`src/aofp_pkg.sv`:
```
// Operation
// - Stabilizer on: sample on rising edge only, internal falling edge regenerated.
// - Stabilizer on: accept 40 to 60 percent input duty, internal duty 50.
// - After a long clock stop, stabilizer relocks in about a hundred cycles.
// - Four-level format pin picks format and stabilizer enable together.
// - Offset binary: zero input is 800, full scale FFF, negative 000.
// - Two's complement: offset binary with top bit inverted.
// - Over range raises the flag and clamps the word to full scale.
// - Output enable high puts data and flag into high impedance.
// - Shutdown high with enable high is sleep; output invalid long after exit.
// - Shutdown high with enable low is nap; valid 100 cycles after exit.
// - Sleep and nap both release all digital outputs; the code releases only data and flag, not out_valid or data_valid.
package aofp_pkg;
    localparam int RES_W = 12;
    localparam int WORD_W = RES_W + 1;
    localparam int FIFO_DEPTH = 8;
    localparam int PIPE_LAT = 3;
    localparam logic [RES_W-1:0] CODE_MID = 12'h800;
    localparam logic [RES_W-1:0] CODE_POS_FS = 12'hFFF;
    localparam logic [RES_W-1:0] CODE_NEG_FS = 12'h000;
    localparam int CLK_MHZ = 20;
    localparam int DCS_LOCK_CYC = 100;
    localparam int NAP_RECOVER_CYC = 100;
    localparam int SLEEP_RECOVER_MS = 2;
    localparam int SLEEP_RECOVER_CYC = SLEEP_RECOVER_MS * CLK_MHZ * 1000;
    localparam int CNT_W = 16;
    localparam logic [CNT_W-1:0] CNT_ZERO = 16'h0000;
    typedef enum logic [1:0] {
        AOFP_MODE_OB_DCS_OFF = 2'b00,
        AOFP_MODE_OB_DCS_ON = 2'b01,
        AOFP_MODE_TC_DCS_ON = 2'b10,
        AOFP_MODE_TC_DCS_OFF = 2'b11
    } aofp_mode_t;
    typedef enum logic [1:0] {
        AOFP_RUN = 2'b00,
        AOFP_NAP = 2'b01,
        AOFP_SLEEP = 2'b10,
        AOFP_RECOVER = 2'b11
    } aofp_state_t;
endpackage

```
`src/aofp_stream_if.sv`:
```
`timescale 1ns/100ps
interface aofp_stream_if;
    logic valid;
    logic ready;
    logic [12:0] data;
    modport src (output valid, output data, input ready);
    modport snk (input valid, input data, output ready);
endinterface

```
`src/aofp_core.sv`:
```
`timescale 1ns/100ps
module aofp_core
    import aofp_pkg::*;
#(
    parameter int SLEEP_CYC = SLEEP_RECOVER_CYC
) (
    input wire logic clk,
    input wire logic arst_n,
    input wire logic [1:0] mode_pin,
    input wire logic power_down_select,
    input wire logic out_enable_n,
    input wire logic [RES_W-1:0] sample_code,
    input wire logic sample_over,
    input wire logic sample_under,
    input wire logic sample_valid,
    output logic sample_ready,
    input wire logic out_ready,
    output logic out_valid,
    output logic [RES_W-1:0] conversion_result,
    output logic [RES_W-1:0] conversion_result_oe,
    output logic range_exceeded_flag,
    output logic range_exceeded_flag_oe,
    output logic twos_complement,
    output logic stabilizer_on,
    output logic stabilizer_locked,
    output logic data_valid
);
    aofp_stream_if fin ();
    aofp_stream_if fout ();

    logic [1:0] mode_s1;
    logic [1:0] mode_s2;
    logic [1:0] ctl_s1;
    logic [1:0] ctl_s2;
    aofp_mode_t mode;
    logic pd;
    logic oe_n;
    aofp_state_t state;
    aofp_state_t next_state;
    logic [CNT_W-1:0] rec_cnt;
    logic [CNT_W-1:0] next_rec_cnt;
    logic [7:0] lock_cnt;
    logic [7:0] next_lock_cnt;
    logic [RES_W:0] pipe [PIPE_LAT];
    logic [PIPE_LAT-1:0] pipe_v;
    logic [RES_W:0] next_pipe [PIPE_LAT];
    logic [PIPE_LAT-1:0] next_pipe_v;
    logic [RES_W:0] next_word;
    logic [RES_W-1:0] next_result;
    logic next_flag;
    logic running;
    logic [CNT_W-1:0] sleep_cnt;

    // Pins come from outside the clock domain: two flops before use
    always_ff @(posedge clk or negedge arst_n) begin
        if (!arst_n) begin
            mode_s1 <= 2'h0;
            mode_s2 <= 2'h0;
            ctl_s1 <= 2'h1;
            ctl_s2 <= 2'h1;
        end else begin
            mode_s1 <= mode_pin;
            mode_s2 <= mode_s1;
            ctl_s1 <= {power_down_select, out_enable_n}; // Shutdown and enable pins share one sync chain
            ctl_s2 <= ctl_s1;
        end
    end

    // Four-level pin: outer levels stabilizer off, inner on
    assign mode = aofp_mode_t'(mode_s2);
    assign twos_complement = mode_s2[1];
    assign stabilizer_on = (mode == AOFP_MODE_OB_DCS_ON) || (mode == AOFP_MODE_TC_DCS_ON);
    assign pd = ctl_s2[1];
    assign oe_n = ctl_s2[0];
    assign sleep_cnt = CNT_W'(SLEEP_CYC > 65535 ? 65535 : SLEEP_CYC);

    // Clamp to full scale on range error, then reformat
    function automatic logic [RES_W:0] fmt_word(input logic [RES_W-1:0] code, input logic over,
                                                 input logic under, input logic tc);
        logic [RES_W-1:0] ob;
        ob = over ? CODE_POS_FS : (under ? CODE_NEG_FS : code);
        fmt_word = {over | under, tc ? {~ob[RES_W-1], ob[RES_W-2:0]} : ob};
    endfunction

    // Power state: sleep or nap from pins, timed recovery on exit
    always_comb begin
        next_state = state;
        next_rec_cnt = (rec_cnt != CNT_ZERO) ? rec_cnt - 1'b1 : rec_cnt;
        case (state)
            AOFP_RUN: begin
                if (pd) begin
                    next_state = oe_n ? AOFP_SLEEP : AOFP_NAP;
                end
            end
            AOFP_NAP: begin
                if (!pd) begin
                    next_state = AOFP_RECOVER;
                    next_rec_cnt = CNT_W'(NAP_RECOVER_CYC);
                end else if (oe_n) begin
                    next_state = AOFP_SLEEP;
                end
            end
            AOFP_SLEEP: begin
                if (!pd) begin
                    next_state = AOFP_RECOVER;
                    next_rec_cnt = sleep_cnt;
                end
            end
            AOFP_RECOVER: begin
                if (pd) begin
                    next_state = oe_n ? AOFP_SLEEP : AOFP_NAP;
                end else if (rec_cnt == CNT_ZERO) begin
                    next_state = AOFP_RUN;
                end
            end
            default: next_state = AOFP_RUN;
        endcase
    end

    always_ff @(posedge clk or negedge arst_n) begin
        if (!arst_n) begin
            state <= AOFP_RUN;
            rec_cnt <= CNT_ZERO;
        end else begin
            state <= next_state;
            rec_cnt <= next_rec_cnt;
        end
    end

    // Stabilizer lock count restarts when the loop is off or the state is sleep or nap
    always_comb begin
        next_lock_cnt = lock_cnt;
        if (!stabilizer_on || state == AOFP_SLEEP || state == AOFP_NAP) begin
            next_lock_cnt = 8'h00;
        end else if (lock_cnt != 8'(DCS_LOCK_CYC)) begin
            next_lock_cnt = lock_cnt + 8'h01;
        end
    end

    always_ff @(posedge clk or negedge arst_n) begin
        if (!arst_n) begin
            lock_cnt <= 8'h00;
        end else begin
            lock_cnt <= next_lock_cnt;
        end
    end

    // Only the rising edge is used; duty cycle never enters the logic
    assign stabilizer_locked = stabilizer_on && (lock_cnt == 8'(DCS_LOCK_CYC));
    assign running = (state == AOFP_RUN) && (!stabilizer_on || stabilizer_locked);
    assign data_valid = running;

    // Three-stage pipe that advances only while the FIFO has room; word and flag travel as one entry
    assign next_word = fmt_word(sample_code, sample_over, sample_under, twos_complement);
    assign sample_ready = fin.ready;
    // Whole pipe holds while the FIFO is full, so no entry is overwritten
    always_comb begin
        for (int i = 0; i < PIPE_LAT; i++) begin
            next_pipe[i] = pipe[i];
        end
        next_pipe_v = pipe_v;
        if (fin.ready) begin
            next_pipe[0] = next_word;
            next_pipe_v[0] = sample_valid && running;
            for (int i = 1; i < PIPE_LAT; i++) begin
                next_pipe[i] = pipe[i-1];
                next_pipe_v[i] = pipe_v[i-1];
            end
        end
    end

    always_ff @(posedge clk or negedge arst_n) begin
        if (!arst_n) begin
            pipe_v <= '0;
            for (int i = 0; i < PIPE_LAT; i++) begin
                pipe[i] <= '0;
            end
        end else begin
            pipe <= next_pipe;
            pipe_v <= next_pipe_v;
        end
    end

    assign fin.valid = pipe_v[PIPE_LAT-1];
    assign fin.data = pipe[PIPE_LAT-1];

    aofp_fifo #(
        .WIDTH(WORD_W),
        .DEPTH(FIFO_DEPTH)
    ) u_fifo (
        .clk(clk),
        .arst_n(arst_n),
        .flush(!running),
        .wr(fin),
        .rd(fout)
    );

    assign fout.ready = out_ready;
    assign out_valid = fout.valid;

    // Output register: result and flag change on the same edge
    always_comb begin
        next_result = conversion_result;
        next_flag = range_exceeded_flag;
        if (fout.valid && out_ready) begin
            next_result = fout.data[RES_W-1:0];
            next_flag = fout.data[RES_W];
        end
    end

    always_ff @(posedge clk or negedge arst_n) begin
        if (!arst_n) begin
            conversion_result <= CODE_NEG_FS;
            range_exceeded_flag <= 1'b0;
        end else begin
            conversion_result <= next_result;
            range_exceeded_flag <= next_flag;
        end
    end

    // Drivers released by enable pin or any power-down state
    always_comb begin
        range_exceeded_flag_oe = !oe_n && !pd && (state != AOFP_SLEEP) && (state != AOFP_NAP);
        conversion_result_oe = {RES_W{range_exceeded_flag_oe}};
    end
endmodule

```
`src/aofp_fifo.sv`:
```
`timescale 1ns/100ps
module aofp_fifo #(
    parameter int WIDTH = 13,
    parameter int DEPTH = 8
) (
    input wire logic clk,
    input wire logic arst_n,
    input wire logic flush,
    aofp_stream_if.snk wr,
    aofp_stream_if.src rd
);
    localparam int AW = $clog2(DEPTH);
    logic [WIDTH-1:0] mem [DEPTH];
    logic [AW-1:0] wptr;
    logic [AW-1:0] rptr;
    logic [AW:0] count;
    logic [AW-1:0] next_wptr;
    logic [AW-1:0] next_rptr;
    logic [AW:0] next_count;
    logic [WIDTH-1:0] head;
    logic do_wr;
    logic do_rd;

    // Honest flags straight from the occupancy count
    assign wr.ready = (count != DEPTH[AW:0]);
    assign rd.valid = (count != '0);
    assign rd.data = head;
    assign do_wr = wr.valid && wr.ready;
    assign do_rd = rd.valid && rd.ready;

    // Pointer and count update; flush drops everything
    always_comb begin
        next_wptr = do_wr ? wptr + 1'b1 : wptr;
        next_rptr = do_rd ? rptr + 1'b1 : rptr;
        next_count = count + {{AW{1'b0}}, do_wr} - {{AW{1'b0}}, do_rd};
        if (flush) begin
            next_wptr = '0;
            next_rptr = '0;
            next_count = '0;
        end
    end

    always_ff @(posedge clk or negedge arst_n) begin
        if (!arst_n) begin
            wptr <= '0;
            rptr <= '0;
            count <= '0;
        end else begin
            wptr <= next_wptr;
            rptr <= next_rptr;
            count <= next_count;
        end
    end

    // Storage has no reset; head is read out of a register path below
    always_ff @(posedge clk) begin
        if (do_wr) begin
            mem[wptr] <= wr.data;
        end
    end

    // First-word register, refreshed every edge from the next read pointer, or from write data when a write leaves one word
    always_ff @(posedge clk or negedge arst_n) begin
        if (!arst_n) begin
            head <= '0;
        end else begin
            head <= (do_wr && next_count == 1) ? wr.data : mem[next_rptr];
        end
    end
endmodule

```
`config.mk`:
```
export PLATFORM = sky130hd
export DESIGN_NAME = aofp_core
export DESIGN_NICKNAME = d
export VERILOG_FILES = /design/src/aofp_pkg.sv /design/src/aofp_stream_if.sv /design/src/aofp_core.sv /design/src/aofp_fifo.sv
export SDC_FILE = /design/constraint.sdc
export NUM_CORES = 1
export LEC_CHECK = 0
export BUFFER_PORTS_ARGS = -buffer_cell sky130_fd_sc_hd__buf_2
export CORE_ASPECT_RATIO = 0.75
export CORE_UTILIZATION = 50
export CTS_CLUSTER_SIZE = 14
export DETAILED_ROUTE_END_ITERATION = 6
export PLACE_DENSITY_LB_ADDON = 0.05
export RECOVER_POWER = 100
export SETUP_SLACK_MARGIN = 0.3
export SLEW_MARGIN = 20
export SYNTH_ARGS = -nofsm -noshare
export SYNTH_HDL_FRONTEND = slang
export SYNTH_SLANG_ARGS = --single-unit
```
`constraint.sdc`:
```
create_clock -name clk -period 3.55 [get_ports clk]
set_input_delay 0.71 -clock clk [delete_from_list [all_inputs] [get_ports clk]]
set_output_delay 0.71 -clock clk [all_outputs]
set_load 0.01 [all_outputs]
```
==> impl_results.md, run 1 <==
* Vias at 5377
* Asr flop ratio synth at 51.85%
* Worst Hold Margin at 0.3225 ns
* Crit Path Category: reg2reg
* Pwr/cell area at 623.1 nW/um^2
* Top FF cell, synth: dfrtp_1
* CP Data Required Time at 3.93 ns
* Post-DP HPWL at 11860 um
* Rel. slew slack at -9.832%
* Slowest stage delay, CP at 0.38 ns
* Post-synthesis instance area at 8965 um^2
* Post-synth top area share at 34.84%
* Clk buf depth at 3
* Port Buffer Count at 53
* Num rows at 42
* Lkg Pwr at 3.880 nW
* Total grt overflow at 0
* Post-Synthesis Cells at 660
* GRT Resource Usage Total at 20.08%
* Peak Freq at 311.6 MHz
* Clk Latency, worst-skew pair at 0.50 ns
* Synth top area cells: edfxtp_1 (35%), dfrtp_1 (31%), mux2_2 (6.4%)
* Routability Congestion at 0.8312
* TritonCTS clock tree: built
* Failing checks: capacitance limit, slew limit
* Fin worst setup slack at 0.3410 ns
* Setup Viol. Count Final at 0
* Crit start category: flip-flop
* Root buf cell: clkbuf_16
* DR vias/cell at 5.437
* DR pass1 iterations at 5
* Wire length per cell at 18.14 um
* Final Core Density at 57.84%
* FF+latch count, synth at 216
* Fin. max-slew vios at 56
* Netlist cell types at 62
* Synthesized area per cell at 13.58 um^2
* First-pass GRT wire length at 28550 um
* Crit path max-delay family: simple AND/OR/NAND/NOR gates
* Status: finished with violations
* Max cap viols at 2
* Drt drc at 0
* Layout cells sized above 1 at 18.34%
* RSZ-0062 raised after global routing: false
* Routed WL at 17940 um
* Die W at 156.6 um
* Worst Path Max Fanout at 9
* Area Growth Syn to Fin at 13.58%
* First DRT Iteration DRCs at 444
* Die Ht at 118.0 um
* Max VDD drop at 0.0004078 V
* Hold Crit Class: in2reg
* Antenna violations before repair at 0
* Syn_nets at 699
* Clk sinks at 216
* Total CTS buffers at 22
* Register area share after synthesis at 66.13%
* Total power at 6.344 mW
* Slowest cell on the critical path: fa_1
* Setup TNS at 0 ns
* Clk_skew at 0.01483 ns
* Crit path buffers/inverters at 3
* H-tree levels at 1
* CTS clock-pin slew for the worst setup and hold paths at 0.06 ns
* Synth warn at 0
* CP endpoint kind: flip-flop
* Tcrit/Tclk final at 90.39%
* Core area at 17600 um^2
* Io pins at 54
* Least-Margin Pin Slew at 1.647 ns
* Number of synthesized flops with an enable pin at 104
* Final hold vios at 0
* Starting Density at 50.92%
* Pre-CTS setup slack at 0.1101 ns
* Largest net degree at the start of global routing at 59
* Nets@finish at 770
* Total inserted antenna cells at 0
* Crit path cell chain: inv_1, ha_1, and2_0, clkinv_1, nand2_1, inv_1, ha_1, fa_1, xor2_1, nor2_2, and4_4, nor4_1, a221o_1
* Fin crit period at 3.209 ns
* Vias in the first global route at 5180
* Worst path arrival time at 3.59 ns
* Die area at 18470 um^2
* Area leader, netlist: edfxtp_1
* Antenna Nets Post-Route at 0
[cells in the mapped netlist (all sizes together) (2+ instances only)]
master  number
nor4bb       2
and2         6
edfxtp     104
dfrtp      110
mux2i       12
nand2b       4
a21oi       32
nand2       36
xnor2       10
a22oi        2
buf         25
clkbuf      12
a21boi       2
nor4b        2
nand4        3
xor2        11
a211oi      15
o21ai       24
mux2        53
inv         21
nor3        18
a222oi      12
nor4         7
ha          16
a22o        12
nor2        69
dfstp        2
or3          3
nor2b        4
nand3        7
o22ai        3
[worst reg2reg max path, cell delays in order (launching register included)]
cell      delay (ns)
dfrtp_1         0.36
inv_1           0.10
ha_1            0.15
and2_0          0.24
clkinv_1        0.12
nand2_1         0.20
inv_1           0.24
ha_1            0.28
fa_1            0.38
xor2_1          0.17
nor2_2          0.21
and4_4          0.30
nor4_1          0.06
a221o_1         0.29
[kinds of logic after synthesis]
group / after synthesis / synth area share (%)
adders and majority gates: 17 / 2.456
AOI/OAI and AO/OA: 115 / 9.114
xor gates and xnor gates: 21 / 2.052
muxes: 65 / 7.997
buffers and inverters: 58 / 3.433
and+or+nand+nor: 168 / 8.821
DFF: 216 / 66.13
[registers in the layout (all words and copies together) (netlist names)]
| register | count |
|---|---|
| conversion_result | 12 |
| ctl_s1 | 2 |
| ctl_s2 | 2 |
| fin.data | 13 |
| lock_cnt | 8 |
| mode | 2 |
| mode_s1 | 2 |
| pipe | 26 |
| pipe_v | 3 |
| range_exceeded_flag | 1 |
| rec_cnt | 16 |
| state | 2 |
| u_fifo.count | 4 |
| u_fifo.mem | 104 |
| u_fifo.rd.data | 13 |
| u_fifo.rptr | 3 |
| u_fifo.wptr | 3 |
[area by class of cell]
class | count | area, um^2
flip-flops and latches | 216 | 5928
repair buffers | 83 | 409.1
well taps | 242 | 302.8
clock buffers | 35 | 651.9
clock inverters | 5 | 27.53
inverters | 21 | 78.83
multi-input cells | 387 | 2784
fillers | 1486 | 7422
[cell usage in the layout, fill, tap and decap left out, types with 6 or more instances in the layout]
cell type	n
a22o_1	12
xor2_1	11
o21ai_0	24
a222oi_1	12
xnor2_1	10
dfrtp_1	110
buf_2	22
mux2i_1	12
a21oi_1	31
nand2_1	35
mux2_2	51
inv_1	20
nor2_1	67
clkbuf_16	23
clkbuf_1	52
edfxtp_1	104
nor4_1	6
nor3_1	17
buf_4	14
ha_1	16
a211oi_1	13
nand3_1	7
[power by group]
| group | switching (mW) | internal (mW) | total (mW) |
|---|---|---|---|
| logic | 0.661 | 0.438 | 1.10 |
| clock network | 0.892 | 1.26 | 2.15 |
| registers | 0.196 | 2.89 | 3.09 |
[per-layer routing]
metal	track usage (%)	wire, um	up-vias	part of all wire, %
li1	-	-	2567	-
met1	32.86	9218	2644	51
met2	27.51	7508	140	42
met3	3.571	894	26	5.0
met4	4.534	316	0	1.8
met5	0	0	-	0
[final timing paths]
check | start | to | slack [ns] | cells after the start
worst max-delay path | u_fifo.count[2] | u_fifo.rd.data[11] | 0.34 | 13
worst min-delay path | out_enable_n | ctl_s1[0] | 0.32 | 1
worst max register to register | u_fifo.count[2] | u_fifo.rd.data[11] | 0.34 | 13
worst min register to register | mode_s1[1] | mode[1] | 0.35 | 0
max in group asynchronous | arst_n | state[1] | 0.97 | 2
min in group asynchronous | arst_n | u_fifo.rptr[0] | 0.55 | 1
[stage by stage]
stage,std cells,cell area [um^2]
after floorplan,660,8990
after global placement,947,9569
after detailed placement,947,9569
after CTS,987,10260
after global routing,989,10180
final,989,10180
[what timing repair did]
item,in CTS,in global routing
setup endpoints to repair,12,13
pin swaps,1,3
gates resized for setup,3,6
buffers inserted,0,1
gates cloned,0,1
hold buffers,0,0
No activity file was read; power rests on OpenSTA's default activity.
==> inputs of run 2 (changes only) <==
Settings changed: ABC_AREA set to 1.
==> impl_results.md, run 2 <==
* Root buf cell: clkbuf_16
* Die Ht at 122.3 um
* Slowest stage delay, CP at 0.47 ns
* Wire length per cell at 15.23 um
* Clk buf depth at 3
* CTS clock-pin slew for the worst setup and hold paths at 0.07 ns
* DR pass1 iterations at 5
* Post-Place Cell Area at 10160 um^2
* Core area at 18670 um^2
* Most frequent cell after synthesis: nand2_1
* Worst path arrival time at 3.48 ns
* Routed WL at 20500 um
* Total inserted antenna cells at 0
* Asr flop ratio synth at 51.85%
* Clk_skew at 0.01088 ns
* Routability Congestion at 0.8988
* Setup Viol. Count Final at 0
* Final Instance Area at 10790 um^2
* Post-synth top area share at 32.37%
* Vias in the first global route at 6168
* Antenna violations before repair at 0
* Nets@finish at 1122
* Synth top area cells: edfxtp_1 (32%), dfrtp_1 (29%), nand2_1 (12%)
* Top FF cell, synth: dfrtp_1
* TritonCTS clock tree: built
* Starting Density at 51.67%
* Least-Margin Pin Slew at 2.445 ns
* Reg area at 5928 um^2
* Slowest cell on the critical path: nand3_1
* Die area at 19860 um^2
* Crit path buffers/inverters at 2
* Largest net degree at the start of global routing at 71
* Max reg flops at 104
* Number of synthesized flops with an enable pin at 104
* First-pass GRT wire length at 33160 um
* Antenna Nets Post-Route at 0
* Setup TNS at 0 ns
* Total power at 8.041 mW
* CTS-repair resized insts at 1
* Fillers at 1705
* Max cap viols at 2
* Final hold vios at 0
* Commonest non-fill, non-tap cell in the layout: nand2_1
* Peak Freq at 324.3 MHz
* Total grt overflow at 0
* DR vias/cell at 4.965
* Max VDD drop at 0.0003772 V
* Crit start category: flip-flop
* Post-DP HPWL at 13410 um
* Synthesized area per cell at 9.375 um^2
* Top reg by flops: u_fifo.mem
* RSZ-0062 raised after global routing: false
* Worst Path Max Fanout at 15
* Tcrit/Tclk final at 86.87%
* Fin. max-slew vios at 95
* Hold Crit Class: in2reg
* First DRT Iteration DRCs at 371
* Vias at 6683
* Fin crit period at 3.084 ns
* Drt drc at 0
* Pwr/cell area at 745.1 nW/um^2
* CTS Hold Buffers Added at 0
* Num rows at 43
* CP endpoint kind: flip-flop
* CP Data Required Time at 3.94 ns
* Crit path max-delay family: simple AND/OR/NAND/NOR gates
* Post-Synthesis Cells at 1029
* H-tree levels at 1
* Crit Path Category: reg2reg
* Clk Latency, worst-skew pair at 0.51 ns
* Port Buffer Count at 53
* Crit path cell chain: inv_1, ha_1, nand2_1, inv_1, nor2_1, ha_1, a21o_1, a21oi_1, or2_2, nand3_2, nand3_1, nand3_1, nand2_1
* Total CTS buffers at 22
* Syn_nets at 1068
* Clk sinks at 216
* Io pins at 54
* Setup bufs post-CTS at 0
* FF+latch count, synth at 216
* Top flop regs: u_fifo.mem (104), pipe (26), rec_cnt (16)
* Failing checks: capacitance limit, slew limit
* Most frequent cells in the layout: nand2_1 (306), inv_1 (140), dfrtp_1 (110)
* Multi-input gate area at 2922 um^2
* Register area share after synthesis at 61.45%
* Die W at 162.4 um
* Post-synthesis instance area at 9647 um^2
* Rel. slew slack at -62.98%
* Commonest cells in the netlist: nand2_1 (299), inv_1 (139), dfrtp_1 (110)
* Layout cells sized above 1 at 7.552%
* Area Growth Syn to Fin at 11.87%
* Status: finished with violations
* GRT Resource Usage Total at 21.68%
* Area leader, netlist: edfxtp_1
* Lkg Pwr at 4.994 nW
* Netlist cell types at 38
* Synth warn at 0
## run 2: cell types whose count changed after synthesis, sizes merged, moves of 6 or more
cell    delta
a222oi    -12
nand2    +274
inv      +121
nor2      +33
and2       -6
xnor2     -10
a211oi    -13
a22o      -12
mux2      -53
nand3     +88
mux2i     -12
## run 2: area by class of cell
| type | instances | area share [%] |
|---|---|---|
| clock buffers | 34 | 6.017 |
| clock inverters | 6 | 0.8464 |
| inverters | 142 | 4.939 |
| multi-input cells | 628 | 27.07 |
| flip-flops and latches | 216 | 54.93 |
| well taps | 247 | 2.864 |
| repair buffers | 73 | 3.328 |
## run 2: path summary, 6_finish.rpt
check,to,cells past startpoint,from,slack [ns]
min in group asynchronous,range_exceeded_flag,1,arst_n,0.94
max reg2reg,u_fifo.rd.data[4],13,u_fifo.count[2],0.47
max,u_fifo.rd.data[4],13,u_fifo.count[2],0.47
min reg2reg,mode[1],0,mode_s1[1],0.34
max in group asynchronous,lock_cnt[4],1,arst_n,1.21
min,ctl_s1[0],1,out_enable_n,0.29
## run 2: where the power goes
group / switching [mW] / internal, mW
Sequential: 0.469 / 3.27
Combinational: 1.29 / 0.645
Clock: 0.955 / 1.41
## run 2: logic make-up after synthesis
kind of cell | Yosys count | share of synthesized area, %
DFF | 216 | 61.45
xor gates and xnor gates | 12 | 1.167
and+or+nand+nor | 535 | 23.46
AOI/OAI and AO/OA | 64 | 3.684
adders and majority gates | 17 | 2.283
buffers and inverters | 185 | 7.951
## run 2: per-stage QoR
step / std cells / utilization [%] / hold WS, ns / worst slack [ns]
6_report: 1346 / 57.80 / 0.2889 / 0.4662
3_3_place_gp: 1306 / 54.45 / 0.3321 / 0.5758
5_1_grt: 1346 / 57.80 / 0.2753 / 0.1956
2_1_floorplan: 1029 / - / 0.3312 / 0.8028
4_1_cts: 1346 / 58.44 / 0.2130 / 0.5417
3_5_place_dp: 1306 / 54.45 / 0.3364 / 0.4678
## run 2: layer usage
layer / share of wire [%] / global-route usage [%]
met1: 52 / 34.12
met2: 42 / 31.25
met3: 4.8 / 3.346
met4: 1.7 / 5.189
met5: 0 / 0
==> inputs of run 3 (changes only) <==
Settings changed: CTS_CLUSTER_DIAMETER set to 200, REMOVE_ABC_BUFFERS set to 1.
==> impl_results.md, run 3 (same netlist as run 2, synthesis figures left out) <==
* Status: finished with violations
* Failing checks: capacitance limit, slew limit
* Vias at 6487
* Worst Hold Margin at 0.3089 ns
* Worst Path Max Fanout at 10
* Starting Density at 51.67%
* GRT Resource Usage Total at 21.14%
* Max cap viols at 1
* Layout cells sized above 1 at 6.496%
* Nets@finish at 1119
* Hold Crit Class: in2reg
* Antenna violations before repair at 0
* Core area at 18670 um^2
* CP endpoint kind: flip-flop
* Most frequent cells in the layout: nand2_1 (306), inv_1 (140), dfrtp_1 (110)
* Fin. max-slew vios at 52
* Routability Congestion at 0.8279
* Io pins at 54
* Total inserted antenna cells at 0
* Largest net degree at the start of global routing at 54
* Rel. slew slack at -28.72%
* Total power at 7.494 mW
* CTS clock-pin slew for the worst setup and hold paths at 0.06 ns
* Crit path buffers/inverters at 5
* Final Core Density at 56.66%
* Worst path arrival time at 3.13 ns
* Max VDD drop at 0.0003653 V
* Post-DP HPWL at 12310 um
* Commonest non-fill, non-tap cell in the layout: nand2_1
* Clk sinks at 216
* Setup bufs post-CTS at 0
* Area Growth Syn to Fin at 9.649%
* Max reg flops at 104
* Die area at 19860 um^2
* Crit start category: flip-flop
* Clk_skew at 0.01216 ns
* First-pass GRT wire length at 32350 um
* Total grt overflow at 0
* Top reg by flops: u_fifo.mem
* Port Buffer Count at 53
* Wire length per cell at 15.00 um
* Clk Latency, worst-skew pair at 0.49 ns
* CP Data Required Time at 3.67 ns
* H-tree levels at 1
* CP most frequent cell: inv_1
* Crit path cell chain: inv_1, ha_1, nand2_1, inv_1, nor2_1, inv_1, nor2_1, inv_1, nor2_1, clkbuf_1
* DR pass1 iterations at 5
* Crit Path Category: reg2reg
* Antenna Nets Post-Route at 0
* Root buf cell: clkbuf_16
* Slowest stage delay, CP at 0.66 ns
* Fillers at 1683
* Slowest cell on the critical path: clkbuf_1
* Reg area at 5928 um^2
* Dpl cells at 1306
* Top flop regs: u_fifo.mem (104), pipe (26), rec_cnt (16)
* First DRT Iteration DRCs at 454
* Setup TNS at 0 ns
* RSZ-0062 raised after global routing: false
* Drt drc at 0
* Lkg Pwr at 4.886 nW
* Routed WL at 20100 um
* Crit path max-delay family: buffers and inverters
* DR vias/cell at 4.841
* CTS Hold Buffers Added at 0
* Die W at 162.4 um
* Total CTS buffers at 19
* Peak Freq at 332.6 MHz
* Multi-input gate area at 2927 um^2
* Num rows at 43
* TritonCTS clock tree: built
* Clk buf depth at 3
* Tcrit/Tclk final at 84.70%
* Final hold vios at 0
* Vias in the first global route at 5976
* Die Ht at 122.3 um
* Setup Viol. Count Final at 0
* Least-Margin Pin Slew at 1.931 ns
* Fin crit period at 3.007 ns
* Non-Filler Instances at 1340
* Pwr/cell area at 708.5 nW/um^2
-- run 3: path summary, 6_finish.rpt --
check	from	to	slack, ns	cells past startpoint
max	u_fifo.count[2]	u_fifo.mem[3][2]	0.54	10
min	out_enable_n	ctl_s1[0]	0.31	1
max reg2reg	u_fifo.count[2]	u_fifo.mem[3][2]	0.54	10
min reg2reg	mode_s1[0]	mode[0]	0.35	0
max in group asynchronous	arst_n	lock_cnt[3]	1.29	2
min in group asynchronous	arst_n	conversion_result[2]	0.55	1
-- run 3: routing by layer --
layer	routed length (um)	up-vias	GRT usage [%]
met5	0	-	0
met4	296	0	4.363
met3	1074	20	3.380
met2	8521	153	31.28
met1	10210	2968	32.81
li1	-	3346	-
-- run 3: cell type report --
cell class / count / area share, %
multi-input cells: 628 / 27.67
well taps: 247 / 2.922
clock buffers: 32 / 4.956
repair buffers: 73 / 3.206
clock inverters: 2 / 0.1656
inverters: 142 / 5.039
flip-flops and latches: 216 / 56.04
-- run 3: repair_timing --
action,CTS,global route
endpoints found under the setup margin,0,26
hold endpoints to repair,0,0
gates resized for setup,0,2
-- run 3: stage by stage --
| stage | setup slack (ns) | cell area [um^2] |
|---|---|---|
| floorplan | -0.6968 | 9413 |
| CTS | 0.3214 | 10710 |
| global route | 0.2558 | 10580 |
| detailed placement | 0.3185 | 10160 |
| finish | 0.5431 | 10580 |
| global placement | 0.3832 | 10160 |
-- run 3: power by group --
part	switching [mW]	internal, mW
Combinational	1.26	0.638
Clock	0.878	1.01
Sequential	0.437	3.27
Total	2.57	4.92
-- run 3: worst reg2reg max path, stage by stage (launching register included) --
cell	delay [ns]
dfrtp_1	0.32
inv_1	0.06
ha_1	0.20
nand2_1	0.10
inv_1	0.06
nor2_1	0.33
inv_1	0.22
nor2_1	0.18
inv_1	0.10
nor2_1	0.40
clkbuf_1	0.66
